[config.mk]
export PLATFORM = sky130hd
export DESIGN_NAME = slope_adc_timer_control
export DESIGN_NICKNAME = d
export VERILOG_FILES = /design/src/verilog/slope_adc_pkg.sv /design/src/verilog/sync_two_ff.sv /design/src/verilog/slope_adc_timer_control.sv
export SDC_FILE = /design/constraint.sdc
export NUM_CORES = 1
export LEC_CHECK = 0
export BUFFER_PORTS_ARGS = -buffer_cell sky130_fd_sc_hd__buf_2
export CORE_UTILIZATION = 54
export CTS_BUF_LIST = sky130_fd_sc_hd__clkbuf_8
export DETAILED_ROUTE_END_ITERATION = 10
export PLACE_DENSITY = 0.72
export SLEW_MARGIN = 20
export SYNTH_ARGS = -nofsm -noshare
export SYNTH_HDL_FRONTEND = slang
export SYNTH_SLANG_ARGS = --single-unit
[constraint.sdc]
create_clock -name i_ref_clk -period 2.5 [get_ports i_ref_clk]
set_input_delay 0.25 -clock i_ref_clk [delete_from_list [all_inputs] [get_ports i_ref_clk]]
set_output_delay 0.25 -clock i_ref_clk [all_outputs]
set_load 0.01 [all_outputs]
[src/verilog/slope_adc_pkg.sv]
package slope_adc_pkg;

    // register addresses on the plain register port
    localparam logic [3:0] ADDR_TIMER_CTRL    = 4'h0;
    localparam logic [3:0] ADDR_TIMER_FLAGS   = 4'h1;
    localparam logic [3:0] ADDR_CAPTURE_HIGH  = 4'h2;
    localparam logic [3:0] ADDR_CAPTURE_LOW   = 4'h3;
    localparam logic [3:0] ADDR_COMPARE_HIGH  = 4'h4;
    localparam logic [3:0] ADDR_COMPARE_LOW   = 4'h5;
    localparam logic [3:0] ADDR_COUNT_HIGH    = 4'h6;
    localparam logic [3:0] ADDR_COUNT_LOW     = 4'h7;
    localparam logic [3:0] ADDR_ANALOG_CTRL   = 4'h8;
    localparam logic [3:0] ADDR_CHANNEL_SEL   = 4'h9;
    localparam logic [3:0] ADDR_IRQ_STATUS    = 4'ha;
    localparam logic [3:0] ADDR_IRQ_MASK      = 4'hb;

    // timer control bit positions
    localparam int CTL_CAPTURE_SOURCE_ON = 0;
    localparam int CTL_CAPTURE_IRQ_EN    = 1;
    localparam int CTL_CAPTURE_EDGE      = 2;
    localparam int CTL_COMPARE_IRQ_EN    = 3;
    localparam int CTL_WRAP_IRQ_EN       = 4;

    // timer flags bit positions
    localparam int FLG_CAPTURE = 7;
    localparam int FLG_COMPARE = 6;
    localparam int FLG_WRAP    = 5;

    // analog control bit positions
    localparam int ANA_CURRENT_ON     = 0;
    localparam int ANA_COMP1_ON       = 1;
    localparam int ANA_COMP2_ON       = 2;
    localparam int ANA_POLARITY_SWAP  = 3;
    localparam int ANA_OFFSET_SELECT  = 4;
    localparam int ANA_COMP1_PIN_OUT  = 5;

    // channel select bit positions
    localparam int CHN_SAMPLE_KEEP   = 6;
    localparam int CHN_DIRECT_KEEP   = 7;

    // interrupt status bit positions
    localparam int IRQ_CAPTURE  = 0;
    localparam int IRQ_COMPARE  = 1;
    localparam int IRQ_WRAP     = 2;
    localparam int IRQ_CHAN_ERR = 3;

    // reset values
    localparam logic [7:0]  RESET_BYTE     = 8'h00;
    localparam logic [15:0] RESET_COMPARE  = 16'hffff;
    localparam logic [15:0] RESET_COUNT    = 16'h0000;

    // register request from the cpu side, plain register port
    typedef struct packed {
        logic [3:0] addr;
        logic [7:0] wdata;
        logic       wr;
        logic       rd;
    } reg_req_t;

    // analog drive outputs
    typedef struct packed {
        logic       bias_on;
        logic       current_on;
        logic       comp1_on;
        logic       comp2_on;
        logic       polarity_swap;
        logic       offset_select;
        logic       comp1_pin_out;
        logic [7:0] channel_select;
        logic       discharge;
    } analog_drive_t;

endpackage : slope_adc_pkg

[src/verilog/sync_two_ff.sv]
`timescale 1ns/1ns
`default_nettype none
module sync_two_ff #(
    parameter int WIDTH = 1
) (
    input  wire logic             i_ref_clk,  // system clock
    input  wire logic             i_reset,    // synchronous reset, active high
    input  wire logic [WIDTH-1:0] i_async,    // asynchronous level
    output logic      [WIDTH-1:0] o_sync      // level in the clock domain
);
    typedef struct packed {
        logic [WIDTH-1:0] first;
        logic [WIDTH-1:0] second;
    } sync_state_t;

    sync_state_t state_reg;
    sync_state_t state_next;

    // first stage feeds only the second stage
    always_comb begin
        state_next.first  = i_async;
        state_next.second = state_reg.first;
    end

    always_ff @(posedge i_ref_clk) begin
        if (i_reset) begin
            state_reg <= '0;
        end else begin
            state_reg <= state_next;
        end
    end

    assign o_sync = state_reg.second;
endmodule // sync_two_ff
`default_nettype wire

[src/verilog/slope_adc_timer_control.sv]
// How it works
// - a read of the compare high byte blocks compare matches until the compare low byte is read.
// - changing capture enable, capture irq enable or edge select mid-ramp may set the capture flag; here such changes set no flag.
// - a flag clears only after a flags read and then a read of its own low-byte register.
// - while the capture flag is set it overrides compare and wrap flags.
// - clearing the capture flag with compare or wrap still set restarts a charge at once.
// - analog bias is on whenever current source, comparator 1 or comparator 2 is on.
// - offset select and comparator 1 pin output work only with the feature option set.
//
// Decided for this implementation: the placing of the registers and the plain strobed port.
`timescale 1ns/1ns
`default_nettype none
module slope_adc_timer_control #(
    parameter int COUNT_WIDTH = 16
) (
    input  wire logic                  i_ref_clk,         // 10 mhz system clock
    input  wire logic                  i_reset,           // synchronous reset, active high
    input  wire logic [3:0]            i_addr,            // register address
    input  wire logic [7:0]            i_wdata,           // write data
    input  wire logic                  i_wr,              // write strobe
    input  wire logic                  i_rd,              // read strobe
    input  wire logic                  i_comparator2_out, // comparator 2 pin level, async
    input  wire logic                  i_extra_feature_select, // feature option strap
    output logic [7:0]                 o_rdata,           // read data, cycle after strobe
    output logic                       o_irq,             // level interrupt
    output slope_adc_pkg::analog_drive_t o_analog         // analog control outputs
);
    import slope_adc_pkg::*;

    // registers split into two bytes, so only a 16 bit counter is served
    if (COUNT_WIDTH != 16) begin : g_width_check
        $error("COUNT_WIDTH must be 16");
    end

    ////////////////////////////////////////////////////////////////////////////////
    // state
    typedef struct packed {
        logic [15:0] count;
        logic [15:0] compare;
        logic [15:0] capture;
        logic [7:0]  compare_low_latch;
        logic [7:0]  count_low_latch;
        logic [7:0]  capture_low_latch;
        logic        compare_hold;      // compare high byte read, low pending
        logic        count_hold;
        logic        capture_hold;
        logic        capture_flag;
        logic        compare_match_flag;
        logic        counter_wrap_flag;
        logic [2:0]  flags_armed;       // flags seen set by a flags read
        logic [4:0]  timer_ctrl;
        logic [5:0]  analog_ctrl;
        logic [7:0]  channel_select_reg;
        logic [3:0]  irq_status;
        logic [3:0]  irq_mask;
        logic        cmp_prev;
        logic        discharge;
        logic        feature_latched;
        logic [7:0]  rdata;
        logic        irq;
        analog_drive_t analog;
    } state_t;

    state_t state_reg;
    state_t state_next;
    logic   cmp_sync;
    logic   feat_sync;

    // comparator 2 and the feature strap both arrive from pins
    sync_two_ff #(
        .WIDTH (2)
    ) u_cmp_sync (
        .i_ref_clk (i_ref_clk),
        .i_reset   (i_reset),
        .i_async   ({i_extra_feature_select, i_comparator2_out}),
        .o_sync    ({feat_sync, cmp_sync})
    );

    ////////////////////////////////////////////////////////////////////////////////
    // helpers
    function automatic logic is_addr(input reg_req_t r, input logic [3:0] a);
        return r.addr == a;
    endfunction

    reg_req_t req;
    assign req = '{addr: i_addr, wdata: i_wdata, wr: i_wr, rd: i_rd};

    ////////////////////////////////////////////////////////////////////////////////
    // next state
    always_comb begin
        logic capture_edge;
        logic compare_event;
        logic wrap_event;
        logic cap_clear;
        logic cmp_clear;
        logic wrap_clear;
        logic [3:0] flag_vec;
        logic chan_err;
        logic keep_now;

        state_next    = state_reg;
        capture_edge  = 1'b0;
        compare_event = 1'b0;
        wrap_event    = 1'b0;
        cap_clear     = 1'b0;
        cmp_clear     = 1'b0;
        wrap_clear    = 1'b0;
        flag_vec      = 4'h0;
        chan_err      = 1'b0;
        keep_now      = 1'b0;

        // free running counter
        state_next.count = state_reg.count + 16'h0001;
        wrap_event = (state_reg.count == 16'hffff);
        // matches held off while a compare high read is pending
        compare_event = (state_reg.count == state_reg.compare) && !state_reg.compare_hold;

        // capture on the selected edge of comparator 2; the previous level is tracked even with
        // capture off, so control changes mid-ramp set no flag by themselves
        state_next.cmp_prev = cmp_sync;
        if (state_reg.timer_ctrl[CTL_CAPTURE_SOURCE_ON]) begin
            capture_edge = state_reg.timer_ctrl[CTL_CAPTURE_EDGE]
                         ? (cmp_sync && !state_reg.cmp_prev)
                         : (!cmp_sync && state_reg.cmp_prev);
        end

        // flags read arms a clear; the low-byte read completes it
        if (req.rd && is_addr(req, ADDR_TIMER_FLAGS)) begin
            state_next.flags_armed = {state_reg.capture_flag,
                                      state_reg.compare_match_flag,
                                      state_reg.counter_wrap_flag};
        end
        if (req.rd && is_addr(req, ADDR_CAPTURE_LOW)) begin
            cap_clear = state_reg.flags_armed[2];
            state_next.flags_armed[2] = 1'b0;
        end
        if (req.rd && is_addr(req, ADDR_COMPARE_LOW)) begin
            cmp_clear = state_reg.flags_armed[1];
            state_next.flags_armed[1] = 1'b0;
        end
        if (req.rd && is_addr(req, ADDR_COUNT_LOW)) begin
            wrap_clear = state_reg.flags_armed[0];
            state_next.flags_armed[0] = 1'b0;
        end

        // set wins over clear
        state_next.capture_flag       = capture_edge || (state_reg.capture_flag && !cap_clear);
        state_next.compare_match_flag = compare_event ||
                                        (state_reg.compare_match_flag && !cmp_clear);
        state_next.counter_wrap_flag  = wrap_event ||
                                        (state_reg.counter_wrap_flag && !wrap_clear);
        if (capture_edge) begin
            state_next.capture = state_reg.count;
        end

        // capacitor is discharged (ramp stopped) only while the capture flag stands; the capture
        // flag dominates, and once it drops with others still set the ramp resumes
        // at once, which is why software clears compare and wrap first
        if (state_reg.capture_flag) begin
            state_next.discharge = 1'b1;
        end else if (state_reg.compare_match_flag || state_reg.counter_wrap_flag) begin
            state_next.discharge = 1'b0;
        end else begin
            state_next.discharge = 1'b0;
        end

        // sticky interrupt status; capture precedence masks the other events
        flag_vec[IRQ_CAPTURE] = capture_edge;
        flag_vec[IRQ_COMPARE] = compare_event && !state_reg.capture_flag;
        flag_vec[IRQ_WRAP]    = wrap_event && !state_reg.capture_flag;

        // writes
        if (req.wr) begin
            unique case (req.addr)
                ADDR_TIMER_CTRL:   state_next.timer_ctrl = req.wdata[4:0];
                ADDR_COMPARE_HIGH: state_next.compare[15:8] = req.wdata;
                ADDR_COMPARE_LOW:  state_next.compare[7:0] = req.wdata;
                ADDR_ANALOG_CTRL:  state_next.analog_ctrl = req.wdata[5:0];
                ADDR_CHANNEL_SEL: begin
                    // channel change with a keep still on is flagged, not blocked
                    keep_now = state_reg.channel_select_reg[CHN_SAMPLE_KEEP] ||
                               state_reg.channel_select_reg[CHN_DIRECT_KEEP];
                    chan_err = keep_now &&
                               (req.wdata[5:0] != state_reg.channel_select_reg[5:0]);
                    state_next.channel_select_reg = req.wdata;
                end
                ADDR_IRQ_MASK:     state_next.irq_mask = req.wdata[3:0];
                default: ;
            endcase
        end
        flag_vec[IRQ_CHAN_ERR] = chan_err;

        // write one to clear, set wins
        if (req.wr && is_addr(req, ADDR_IRQ_STATUS)) begin
            state_next.irq_status = (state_reg.irq_status & ~req.wdata[3:0]) | flag_vec;
        end else begin
            state_next.irq_status = state_reg.irq_status | flag_vec;
        end
        // the enables in timer control also gate their events onto the line
        state_next.irq = |(state_reg.irq_status & state_reg.irq_mask &
                           {1'b1, state_reg.timer_ctrl[CTL_WRAP_IRQ_EN],
                            state_reg.timer_ctrl[CTL_COMPARE_IRQ_EN],
                            state_reg.timer_ctrl[CTL_CAPTURE_IRQ_EN]});

        // reads: capture and count high bytes latch the low byte so the pair is coherent
        state_next.rdata = RESET_BYTE;
        if (req.rd) begin
            unique case (req.addr)
                ADDR_TIMER_CTRL:   state_next.rdata = {3'b000, state_reg.timer_ctrl};
                ADDR_TIMER_FLAGS:  state_next.rdata = {state_reg.capture_flag,
                                                       state_reg.compare_match_flag,
                                                       state_reg.counter_wrap_flag, 5'b00000};
                ADDR_CAPTURE_HIGH: begin
                    state_next.rdata = state_reg.capture[15:8];
                    state_next.capture_low_latch = state_reg.capture[7:0];
                    state_next.capture_hold = 1'b1;
                end
                ADDR_CAPTURE_LOW: begin
                    state_next.rdata = state_reg.capture_hold ? state_reg.capture_low_latch
                                                              : state_reg.capture[7:0];
                    state_next.capture_hold = 1'b0;
                end
                ADDR_COMPARE_HIGH: begin
                    state_next.rdata = state_reg.compare[15:8];
                    state_next.compare_hold = 1'b1;
                end
                ADDR_COMPARE_LOW: begin
                    state_next.rdata = state_reg.compare[7:0];
                    state_next.compare_hold = 1'b0;
                end
                ADDR_COUNT_HIGH: begin
                    state_next.rdata = state_reg.count[15:8];
                    state_next.count_low_latch = state_reg.count[7:0];
                    state_next.count_hold = 1'b1;
                end
                ADDR_COUNT_LOW: begin
                    state_next.rdata = state_reg.count_hold ? state_reg.count_low_latch
                                                            : state_reg.count[7:0];
                    state_next.count_hold = 1'b0;
                end
                ADDR_ANALOG_CTRL:  state_next.rdata = {2'b00, state_reg.analog_ctrl};
                ADDR_CHANNEL_SEL:  state_next.rdata = state_reg.channel_select_reg;
                ADDR_IRQ_STATUS:   state_next.rdata = {4'h0, state_reg.irq_status};
                ADDR_IRQ_MASK:     state_next.rdata = {4'h0, state_reg.irq_mask};
                default:           state_next.rdata = RESET_BYTE;
            endcase
        end

        // strap already passed two flops; one more stage keeps the gate registered
        state_next.feature_latched = feat_sync;

        // analog drives
        state_next.analog.current_on    = state_reg.analog_ctrl[ANA_CURRENT_ON];
        state_next.analog.comp1_on      = state_reg.analog_ctrl[ANA_COMP1_ON];
        state_next.analog.comp2_on      = state_reg.analog_ctrl[ANA_COMP2_ON];
        state_next.analog.bias_on       = state_reg.analog_ctrl[ANA_CURRENT_ON] ||
                                          state_reg.analog_ctrl[ANA_COMP1_ON] ||
                                          state_reg.analog_ctrl[ANA_COMP2_ON];
        state_next.analog.polarity_swap = state_reg.analog_ctrl[ANA_POLARITY_SWAP];
        state_next.analog.offset_select = state_reg.analog_ctrl[ANA_OFFSET_SELECT] &&
                                          state_reg.feature_latched;
        state_next.analog.comp1_pin_out = state_reg.analog_ctrl[ANA_COMP1_PIN_OUT] &&
                                          state_reg.feature_latched;
        state_next.analog.channel_select = state_reg.channel_select_reg;
        state_next.analog.discharge     = state_reg.discharge;
    end

    ////////////////////////////////////////////////////////////////////////////////
    // registers
    always_ff @(posedge i_ref_clk) begin
        if (i_reset) begin
            state_reg         <= '0;
            state_reg.compare <= RESET_COMPARE;
            state_reg.count   <= RESET_COUNT;
        end else begin
            state_reg <= state_next;
        end
    end

    assign o_rdata  = state_reg.rdata;
    assign o_irq    = state_reg.irq;
    assign o_analog = state_reg.analog;
endmodule // slope_adc_timer_control
`default_nettype wire

==> results of run 1 <==
## kinds of logic (layout without fill, tap and decap cells)
kind of cell,count (synthesis),count (layout),synth area share
adders and majority gates,1,1,0.002058
muxes,63,63,0.1052
and+or+nand+nor,263,263,0.2182
xor gates and xnor gates,32,32,0.04610
DFF,132,132,0.4347
buffers and inverters,86,97,0.07677
AOI/OAI and AO/OA,107,107,0.1171
## synth_stat cells (9+ instances only)
master / n / area share
a21oi_1: 30 / 0.025
and3_1: 11 / 0.011
buf_2: 24 / 0.020
buf_4: 30 / 0.037
clkbuf_1: 21 / 0.013
dfxtp_1: 132 / 0.43
inv_1: 9 / 0.0056
mux2i_1: 56 / 0.092
nand2_1: 71 / 0.044
nand3_1: 42 / 0.035
nor2_1: 58 / 0.036
nor2b_1: 29 / 0.030
o21ai_0: 18 / 0.015
xnor2_1: 13 / 0.019
xor2_1: 19 / 0.027
## cells in the final DEF (no fill, tap or decap), drive strengths merged, types with 7 or more instances in the layout
| cell | count |
|---|---|
| dfxtp | 132 |
| mux2 | 7 |
| xor2 | 19 |
| nand3 | 43 |
| buf | 59 |
| xnor2 | 13 |
| nand4 | 8 |
| o211ai | 8 |
| inv | 12 |
| clkbuf | 19 |
| nand3b | 7 |
| a21oi | 31 |
| o21ai | 18 |
| nand2 | 71 |
| or3 | 7 |
| nor2 | 59 |
| mux2i | 56 |
| and3 | 11 |
| a31oi | 8 |
| nor2b | 29 |
## worst min path at each step
stage | startpoint | slack (ns) | end | cells after the start
global route | i_comparator2_out | 0.007 | u_cmp_sync.state_next[0]$_SDFF_PP0_ | 2
finish | i_extra_feature_select | 0.03 | u_cmp_sync.state_next[1]$_SDFF_PP0_ | 2
detailed placement | u_cmp_sync.state_next[0]$_SDFF_PP0_ | 0.43 | u_cmp_sync.o_sync[0]$_SDFF_PP0_ | 1
global placement | state_next[0]$_SDFF_PP0_ | 0.42 | o_analog[0]$_SDFF_PP0_ | 1
CTS | i_extra_feature_select | 0.003 | u_cmp_sync.state_next[1]$_SDFF_PP0_ | 2
floorplan | i_reset | 0.33 | o_analog[13]$_SDFF_PP0_ | 1
## power breakdown
part	internal, W	switching, W
Clock	0.000795	0.000752
Combinational	0.0000913	0.000179
Sequential	0.00213	0.0000320
Total	0.00301	0.000963
## cell type report
class | instances | area, um^2
Fill cell | 971 | 4388
Multi-Input combinational cell | 466 | 2974
Sequential cell | 132 | 2643
Timing Repair Buffer | 59 | 340.3
Clock buffer | 19 | 261.5
Tap cell | 140 | 175.2
Clock inverter | 9 | 68.82
Inverter | 10 | 37.54
## worst register-to-register path, cell delays in order, from the launching register on
cell     delay, ns
dfxtp_1       0.57
ha_1          0.41
nand3_4       0.14
or4_1         0.52
a21oi_1       0.18
## metal layers
| layer | global-route usage | vias to the layer above | routed length (um) |
|---|---|---|---|
| met4 | 0.1194 | 0 | 389 |
| met5 | 0 | - | 0 |
| met2 | 0.4536 | 231 | 7275 |
| li1 | - | 2368 | - |
| met3 | 0.07715 | 29 | 1200 |
| met1 | 0.3887 | 2417 | 7168 |
## per-stage QoR
stage          utilization  instance area (um^2)  std cells  power (W)  hold WS [ns]
6_report            0.5970                  6500        835   0.003978       0.02612
5_1_grt             0.5970                  6500        835   0.004133      0.007108
4_1_cts             0.5970                  6500        835   0.004001      0.002843
3_5_place_dp        0.5667                  6170        807   0.002469        0.4311
3_3_place_gp        0.5667                  6170        807   0.002465        0.4173
2_1_floorplan            -                  6080        684   0.002382        0.3284
==> results.cfg, run 1 <==
[grt]
grt_remaining_overflow = 0
grt_antenna_before_repair = 0
first_global_vias = 4686
first_pass_grt_wire_length_mm = 25.43
grt_start_max_net_pins = 46
grt_use_total = 0.2938

[clock_network]
cts-buffers-inserted = 17
ctsRootBufferMaster = clkbuf_8
hold_buffers = 0
clockBufferDepth = 2
cts_repair_resizes = 0
cts.sinks = 132
clkTransAtPathRegs_ns = 0.07
cts-htree-levels = 4
cts_tree = yes
insertion_delay_ns = 0.44
post-cts-setup-buffer-count = 0

[timing]
fin_hold_viols = 0
timing.final.setup_violations = 0
finalClockSkew_ns = 0.008792
finalCritPeriodShare = 0.7553
final.min_clock_period_ns = 1.888
grt_setup_unrepaired = no
setup_total_negative_slack_ns = 0
slew_violations = 0
setup_ws_ns = 0.6118
tightestPinTransition_ns = 0.7506
fmax_ghz = 0.5296
relSlewSlack = 0.4996

[worst_setup_path]
critical_path_depth = 4
reg2reg_depth = 4
crit_path_cell_trace = ha_1 > nand3_4 > or4_1 > a21oi_1
startpoint_of_the_most_critical_setup_path = state_reg[121]$_SDFF_PP0_
worst_ep_required_time_ns = 2.86
timing.rr.end = state_reg[134]$_SDFF_PP0_
crit_family = simple AND/OR/NAND/NOR gates
maximum_fanout_encountered_on_the_critical_timing_path = 8
r2r_slack_ns = 0.61
endpoint = state_reg[134]$_SDFF_PP0_
path_buf_inv = 0
cp-end-kind = register
critical_setup_path_kind = register to register
timing.critical_path.from_type = register
worst-endpoint-arrival_ns = 2.25
timing.critical_path.slowest_cell_delay_ns = 0.57
critPathSlowestCell = dfxtp_1
worst_reg2reg_startpoint = state_reg[121]$_SDFF_PP0_

[pwr]
pwr_density_cell_nw_per_um2 = 612.0
vdd_ir_drop_max_mv = 0.4190
leakagePower_nw = 2.666

[place]
gp_congestion = 0.9408
post-place-ws_ns = 0.4459
dpl.hpwl_mm = 11.43
numPortBuffers = 42

[logic_synthesis]
post_synth_inst_count = 684
mappedNetlistNets = 703
synth_area_um2 = 6080
syn_area_per_cell_um2 = 8.888
synthesis.yosys.warnings = 0
synthArstFlopShare = 0
synth_enable_flop_cells = 0
ys.flop_type = dfxtp_1
part_of_the_yosys_area_used_for_sequential_elements = 0.4347
ys_ff_latch = 132
synthDistinctLibCells = 62

[finish]
largest_reg_flops = 90
insertedDiodeCount = 0
finish.net_count = 705
area.growth.synth_to_final_pct = 6.915
drive_above_1_share = 0.1482

[floorplan]
floorplan.rows = 38
ios = 43
die_ar_um2 = 11690
design.core.area_um2 = 10890
die-width_um = 108.1
initial_utilization = 0.5584
die-height_um = 108.1

[drt]
ant_nets = 0
first_iter_violations = 426
post-route-drc-count = 0
num_vias = 5045
drt-total-wl_mm = 16.03
routed_via_density = 6.042
length_of_the_first_detailed_routing_pass_in_iterations = 5
wl_per_cell_um = 19.20

[min_path]
timing.hold.worst.class = input port to register

[run_status]
run_status = completed

[flow_run]
drv_cap = 0
No activity file was read; power rests on OpenSTA's default activity.
==> run 2: changes to the inputs <==
Settings changed: PLACE_DENSITY 0.72 to 0.74.
Clock period 2.5 ns to 1.6 ns, I/O delays scaled along.
==> results.cfg, run 2 (synthesized netlist as in run 1, its figures left out) <==
[run_status]
run_status = completed

[worst_setup_path]
critPathSlowestCell = or4_1
timing.critical_path.from_type = register
critical_setup_path_kind = register to register
crit_path_cell_trace = and4_4 > nand3_4 > or4_1 > a21oi_1
cp-end-kind = register
worst_ep_required_time_ns = 1.98
maximum_fanout_encountered_on_the_critical_timing_path = 5
path_buf_inv = 0
worst-endpoint-arrival_ns = 1.89
crit_family = simple AND/OR/NAND/NOR gates
timing.critical_path.slowest_cell_delay_ns = 0.53

[pwr]
swShare = 0.2313
pwr_density_cell_nw_per_um2 = 1014
seqPwrFrac = 0.474
cell_internal_pwr_w = 0.005443
vdd_ir_drop_max_mv = 1.000
clockPowerShare = 0.456
total_power_w = 0.007081
leakagePower_nw = 2.918
switching_power_w = 0.001638
combPwrFrac = 0.070

[clock_network]
insertion_delay_ns = 0.45
cts-htree-levels = 4
clkTransAtPathRegs_ns = 0.08
cts_tree = yes
cts.sinks = 132
ctsRootBufferMaster = clkbuf_8
clockBufferDepth = 2
cts-buffers-inserted = 17

[drt]
detailroute.wirelength.met3_mm = 1.322
length_of_the_first_detailed_routing_pass_in_iterations = 5
route.top_layer_used = met4
wl_per_cell_um = 18.79
post-route-drc-count = 0
ant_nets = 0
first_iter_violations = 489
drt-total-wl_mm = 16.50
routed_via_density = 5.916
met1_length_mm = 6.938
num_vias = 5194
route.met2.wl_mm = 7.880

[finish]
layout.cell_area.non_filler_um2 = 6987
layout_commonest_cell = dfxtp_1
layout.filler_cells = 909
largest_reg_flops = 90
final_core_util = 0.6417
finish.net_count = 744
highest_count_cells_in_the_layout_ignoring_fill_and_taps = dfxtp_1, nand2_1, nor2_1
area.growth.synth_to_final_pct = 14.92
insertedDiodeCount = 0
drive_above_1_share = 0.2100

[grt]
first_pass_grt_wire_length_mm = 26.71
grt_start_max_net_pins = 42
grt_use_total = 0.3047
grt_remaining_overflow = 0
first_global_vias = 4992
grt_antenna_before_repair = 0

[floorplan]
die_ar_um2 = 11690
die-width_um = 108.1
die-height_um = 108.1
ios = 43
initial_utilization = 0.5584
floorplan.rows = 38
design.core.area_um2 = 10890

[timing]
relSlewSlack = 0.6333
fin_hold_ws_ns = 0.04384
finalClockSkew_ns = 0.008786
final.min_clock_period_ns = 1.517
fmax_ghz = 0.6590
tightestPinTransition_ns = 0.5443
timing.final.setup_violations = 0
setup_total_negative_slack_ns = 0
grt_setup_unrepaired = no
fin_hold_viols = 0
finalCritPeriodShare = 0.9483
slew_violations = 0

[place]
placedInstanceArea_um2 = 6450
gp_congestion = 0.9254
dpl.hpwl_mm = 12.24
numPortBuffers = 42

[min_path]
timing.hold.worst.class = input port to register

[flow_run]
drv_cap = 0
run 2: cell count changes in the layout (fill, tap and decap cells not counted), sizes merged:
cell / before / now
inv: 12 / 9
clkinvlp: 1 / 3
bufinv: 1 / 5
clkinv: 5 / 6
buf: 59 / 94
dlygate4sd3: 0 / 4
run 2: metrics by stage:
| stage | instances | worst slack [ns] |
|---|---|---|
| 3_3_place_gp | 841 | 0.06056 |
| 3_5_place_dp | 841 | 0.005173 |
| 5_1_grt | 878 | 0.002286 |
| 4_1_cts | 877 | 0.01809 |
| 6_report | 878 | 0.08266 |
| 2_1_floorplan | 684 | 0.1319 |
run 2: cell type report:
class                      count  area (um^2)  share of cell area
multi-input combinational    466         2984              0.4271
sequential                   132         2655              0.3800
timing repair buffer          98        668.1             0.09563
clock buffer                  19        261.5             0.03743
clock inverter                13        205.2             0.02937
tap                          140        175.2             0.02507
inverter                      10        37.54            0.005372
run 2: timing repair:
item | in CTS | in global routing
endpoints found under the hold margin | 8 | 0
hold buffers | 4 | 0
endpoints found under the setup margin | 1 | 9
pin swaps | 0 | 3
buffers inserted | 0 | 1
gates resized for setup | 1 | 11
run 2: layer usage:
| layer | global-route usage | up-vias |
|---|---|---|
| li1 | - | 2437 |
| met1 | 0.3896 | 2478 |
| met5 | 0 | - |
| met2 | 0.4991 | 244 |
| met4 | 0.1057 | 0 |
| met3 | 0.07474 | 35 |
run 2: worst reg2reg max path, stage by stage (launching register included):
cell     delay, ns
dfxtp_1       0.38
and4_4        0.27
nand3_4       0.11
or4_1         0.53
a21oi_1       0.15
run 2: power by group through the flow:
stage / sequential [W] / combinational, W / clock [W]
final: 0.00336 / 0.000492 / 0.00323
after global routing: 0.00336 / 0.000529 / 0.00344
after CTS: 0.00336 / 0.000481 / 0.00326
after detailed placement: 0.00343 / 0.000471 / 0
after global placement: 0.00343 / 0.000465 / 0
after floorplan: 0.00342 / 0.000306 / 0
run 2: worst paths after layout:
check,start,to,slack [ns],depth (start not counted)
worst min register to register,state_next[0]$_SDFF_PP0_,o_analog[0]$_SDFF_PP0_,0.45,1
worst min-delay path,i_wdata[5],state_reg[117]$_SDFFE_PP1P_,0.04,3
worst max-delay path,state_reg[123]$_SDFF_PP0_,state_reg[134]$_SDFF_PP0_,0.08,4
worst max register to register,state_reg[123]$_SDFF_PP0_,state_reg[134]$_SDFF_PP0_,0.08,4
==> run 3: changes to the inputs <==
Settings changed: CTS_CLUSTER_DIAMETER from default to 60, SETUP_SLACK_MARGIN from default to 0.4, TNS_END_PERCENT from default to 50.
==> results.cfg, run 3 (synthesized netlist as in run 1, its figures left out) <==
[floorplan]
ios = 43
design.core.area_um2 = 10890
die-height_um = 108.1
die_ar_um2 = 11690
die-width_um = 108.1
initial_utilization = 0.5584
floorplan.rows = 38

[worst_setup_path]
reg2reg_depth = 4
critical_setup_path_kind = register to register
timing.critical_path.from_type = register
worst-endpoint-arrival_ns = 1.83
worst_ep_required_time_ns = 2.00
timing.rr.end = state_reg[135]$_SDFF_PP0_
timing.critical_path.slowest_cell_delay_ns = 0.41
r2r_slack_ns = 0.17
crit_family = simple AND/OR/NAND/NOR gates
worst_reg2reg_startpoint = state_reg[132]$_SDFF_PP0_
maximum_fanout_encountered_on_the_critical_timing_path = 5
path_buf_inv = 0
cp-end-kind = register
critPathSlowestCell = dfxtp_2
crit_path_cell_trace = nand3_2 > or3_4 > or3_1 > a21oi_1

[pwr]
pwr_density_cell_nw_per_um2 = 968.0
leakagePower_nw = 3.132
total_power_w = 0.007275
vdd_ir_drop_max_mv = 0.9340

[timing]
finalCritPeriodShare = 0.8934
tightestPinTransition_ns = 0.4512
timing.final.setup_violations = 0
fmax_ghz = 0.6996
setup_total_negative_slack_ns = 0
fin_hold_viols = 0
relSlewSlack = 0.6992
finalClockSkew_ns = 0.009750
slew_violations = 0
final.min_clock_period_ns = 1.429
grt_setup_unrepaired = yes

[finish]
layout.filler_cells = 848
largest_reg_flops = 90
insertedDiodeCount = 0
layout_commonest_cell = dfxtp_1
drive_above_1_share = 0.2833
finish.net_count = 765
area.growth.synth_to_final_pct = 23.63
highest_count_cells_in_the_layout_ignoring_fill_and_taps = dfxtp_1, nand2_1, buf_4
layout.cell_area.non_filler_um2 = 7516

[place]
numPortBuffers = 42
dpl.hpwl_mm = 12.47
gp_congestion = 0.8957
placedInstanceArea_um2 = 6525

[clock_network]
cts-buffers-inserted = 17
cts.sinks = 132
cts-htree-levels = 4
cts_tree = yes
insertion_delay_ns = 0.46
clkTransAtPathRegs_ns = 0.08
clockBufferDepth = 2
ctsRootBufferMaster = clkbuf_8

[drt]
first_iter_violations = 534
post-route-drc-count = 0
routed_via_density = 5.928
length_of_the_first_detailed_routing_pass_in_iterations = 9
drt-total-wl_mm = 18.09
ant_nets = 0
wl_per_cell_um = 20.13
num_vias = 5329

[min_path]
timing.hold.worst.class = input port to register
timing.hold.worst_path_depth = 3
worstHoldStart = i_wdata[5]
hold_end = state_reg[117]$_SDFFE_PP1P_

[run_status]
run_status = completed

[grt]
grt_start_max_net_pins = 43
first_pass_grt_wire_length_mm = 27.12
grt_antenna_before_repair = 0
grt_use_total = 0.3157
grt_remaining_overflow = 0
first_global_vias = 4951

[flow_run]
drv_cap = 0
run 3: cell types whose count changed in the layout (fill, tap and decap cells not counted), sizes merged:
cell      before  now
buf           94  113
clkinv         6    5
inv            9   11
bufinv         5    6
clkinvlp       3    0
clkbuf        19   22
run 3: worst max-delay path by stage:
stage / from / endpoint / depth (start not counted)
2_1_floorplan: state_reg[129]$_SDFF_PP0_ / state_reg[58]$_SDFF_PP0_ / 5
3_3_place_gp: i_addr[3] / state_next[3]$_SDFFE_PP0P_ / 7
3_5_place_dp: state_reg[128]$_SDFF_PP0_ / state_reg[34]$_SDFF_PP0_ / 4
4_1_cts: state_reg[130]$_SDFF_PP0_ / state_reg[135]$_SDFF_PP0_ / 4
5_1_grt: state_reg[128]$_SDFF_PP0_ / state_reg[135]$_SDFF_PP0_ / 4
6_report: state_reg[132]$_SDFF_PP0_ / state_reg[135]$_SDFF_PP0_ / 4
run 3: cell type report:
cell class                 count  area [um^2]  share of cell area
inverter                      10        37.54            0.004994
tap                          140        175.2             0.02331
timing repair buffer         119        919.6              0.1224
clock inverter                12        207.7             0.02763
sequential                   132         2696              0.3587
clock buffer                  20        275.3             0.03662
multi-input combinational    466         3204              0.4263
run 3: worst min-delay path, delay by kind of cell:
kind / cells / cell delay, ns
AND/OR/NAND/NOR: 2 / 0.13
buffers and inverters: 1 / 0.15
run 3: report_power, final:
group	internal, W	switching, W	leakage, nW
registers	0.00331	0.0000430	1.08
clock network	0.00211	0.00127	0.255
logic	0.000213	0.000323	1.80
total	0.00564	0.00164	3.13
run 3: metrics by stage:
step | instances | hold WS (ns) | setup slack [ns] | utilization
global route | 899 | 0.02097 | 0.1395 | 0.6903
finish | 899 | 0.03240 | 0.1705 | 0.6903
global placement | 844 | 0.3807 | 0.04294 | 0.5993
detailed placement | 844 | 0.3855 | 0.02748 | 0.5993
floorplan | 684 | 0.2384 | 0.1916 | -
CTS | 891 | 0.004719 | 0.2011 | 0.6718
run 3: what timing repair did:
action,4_1_cts,5_1_grt
hold buffers,4,0
endpoints found under the hold margin,8,0
setup endpoints to repair,40,40
cloned,0,3
setup buffers,11,5
gates resized for setup,49,25
pin swaps,18,7
run 3: layer usage:
layer	vias up	global-route usage	part of all wire
li1	2497	-	-
met1	2530	0.4100	0.41
met2	261	0.5014	0.48
met3	41	0.08800	0.084
met4	0	0.1096	0.024
met5	-	0	0
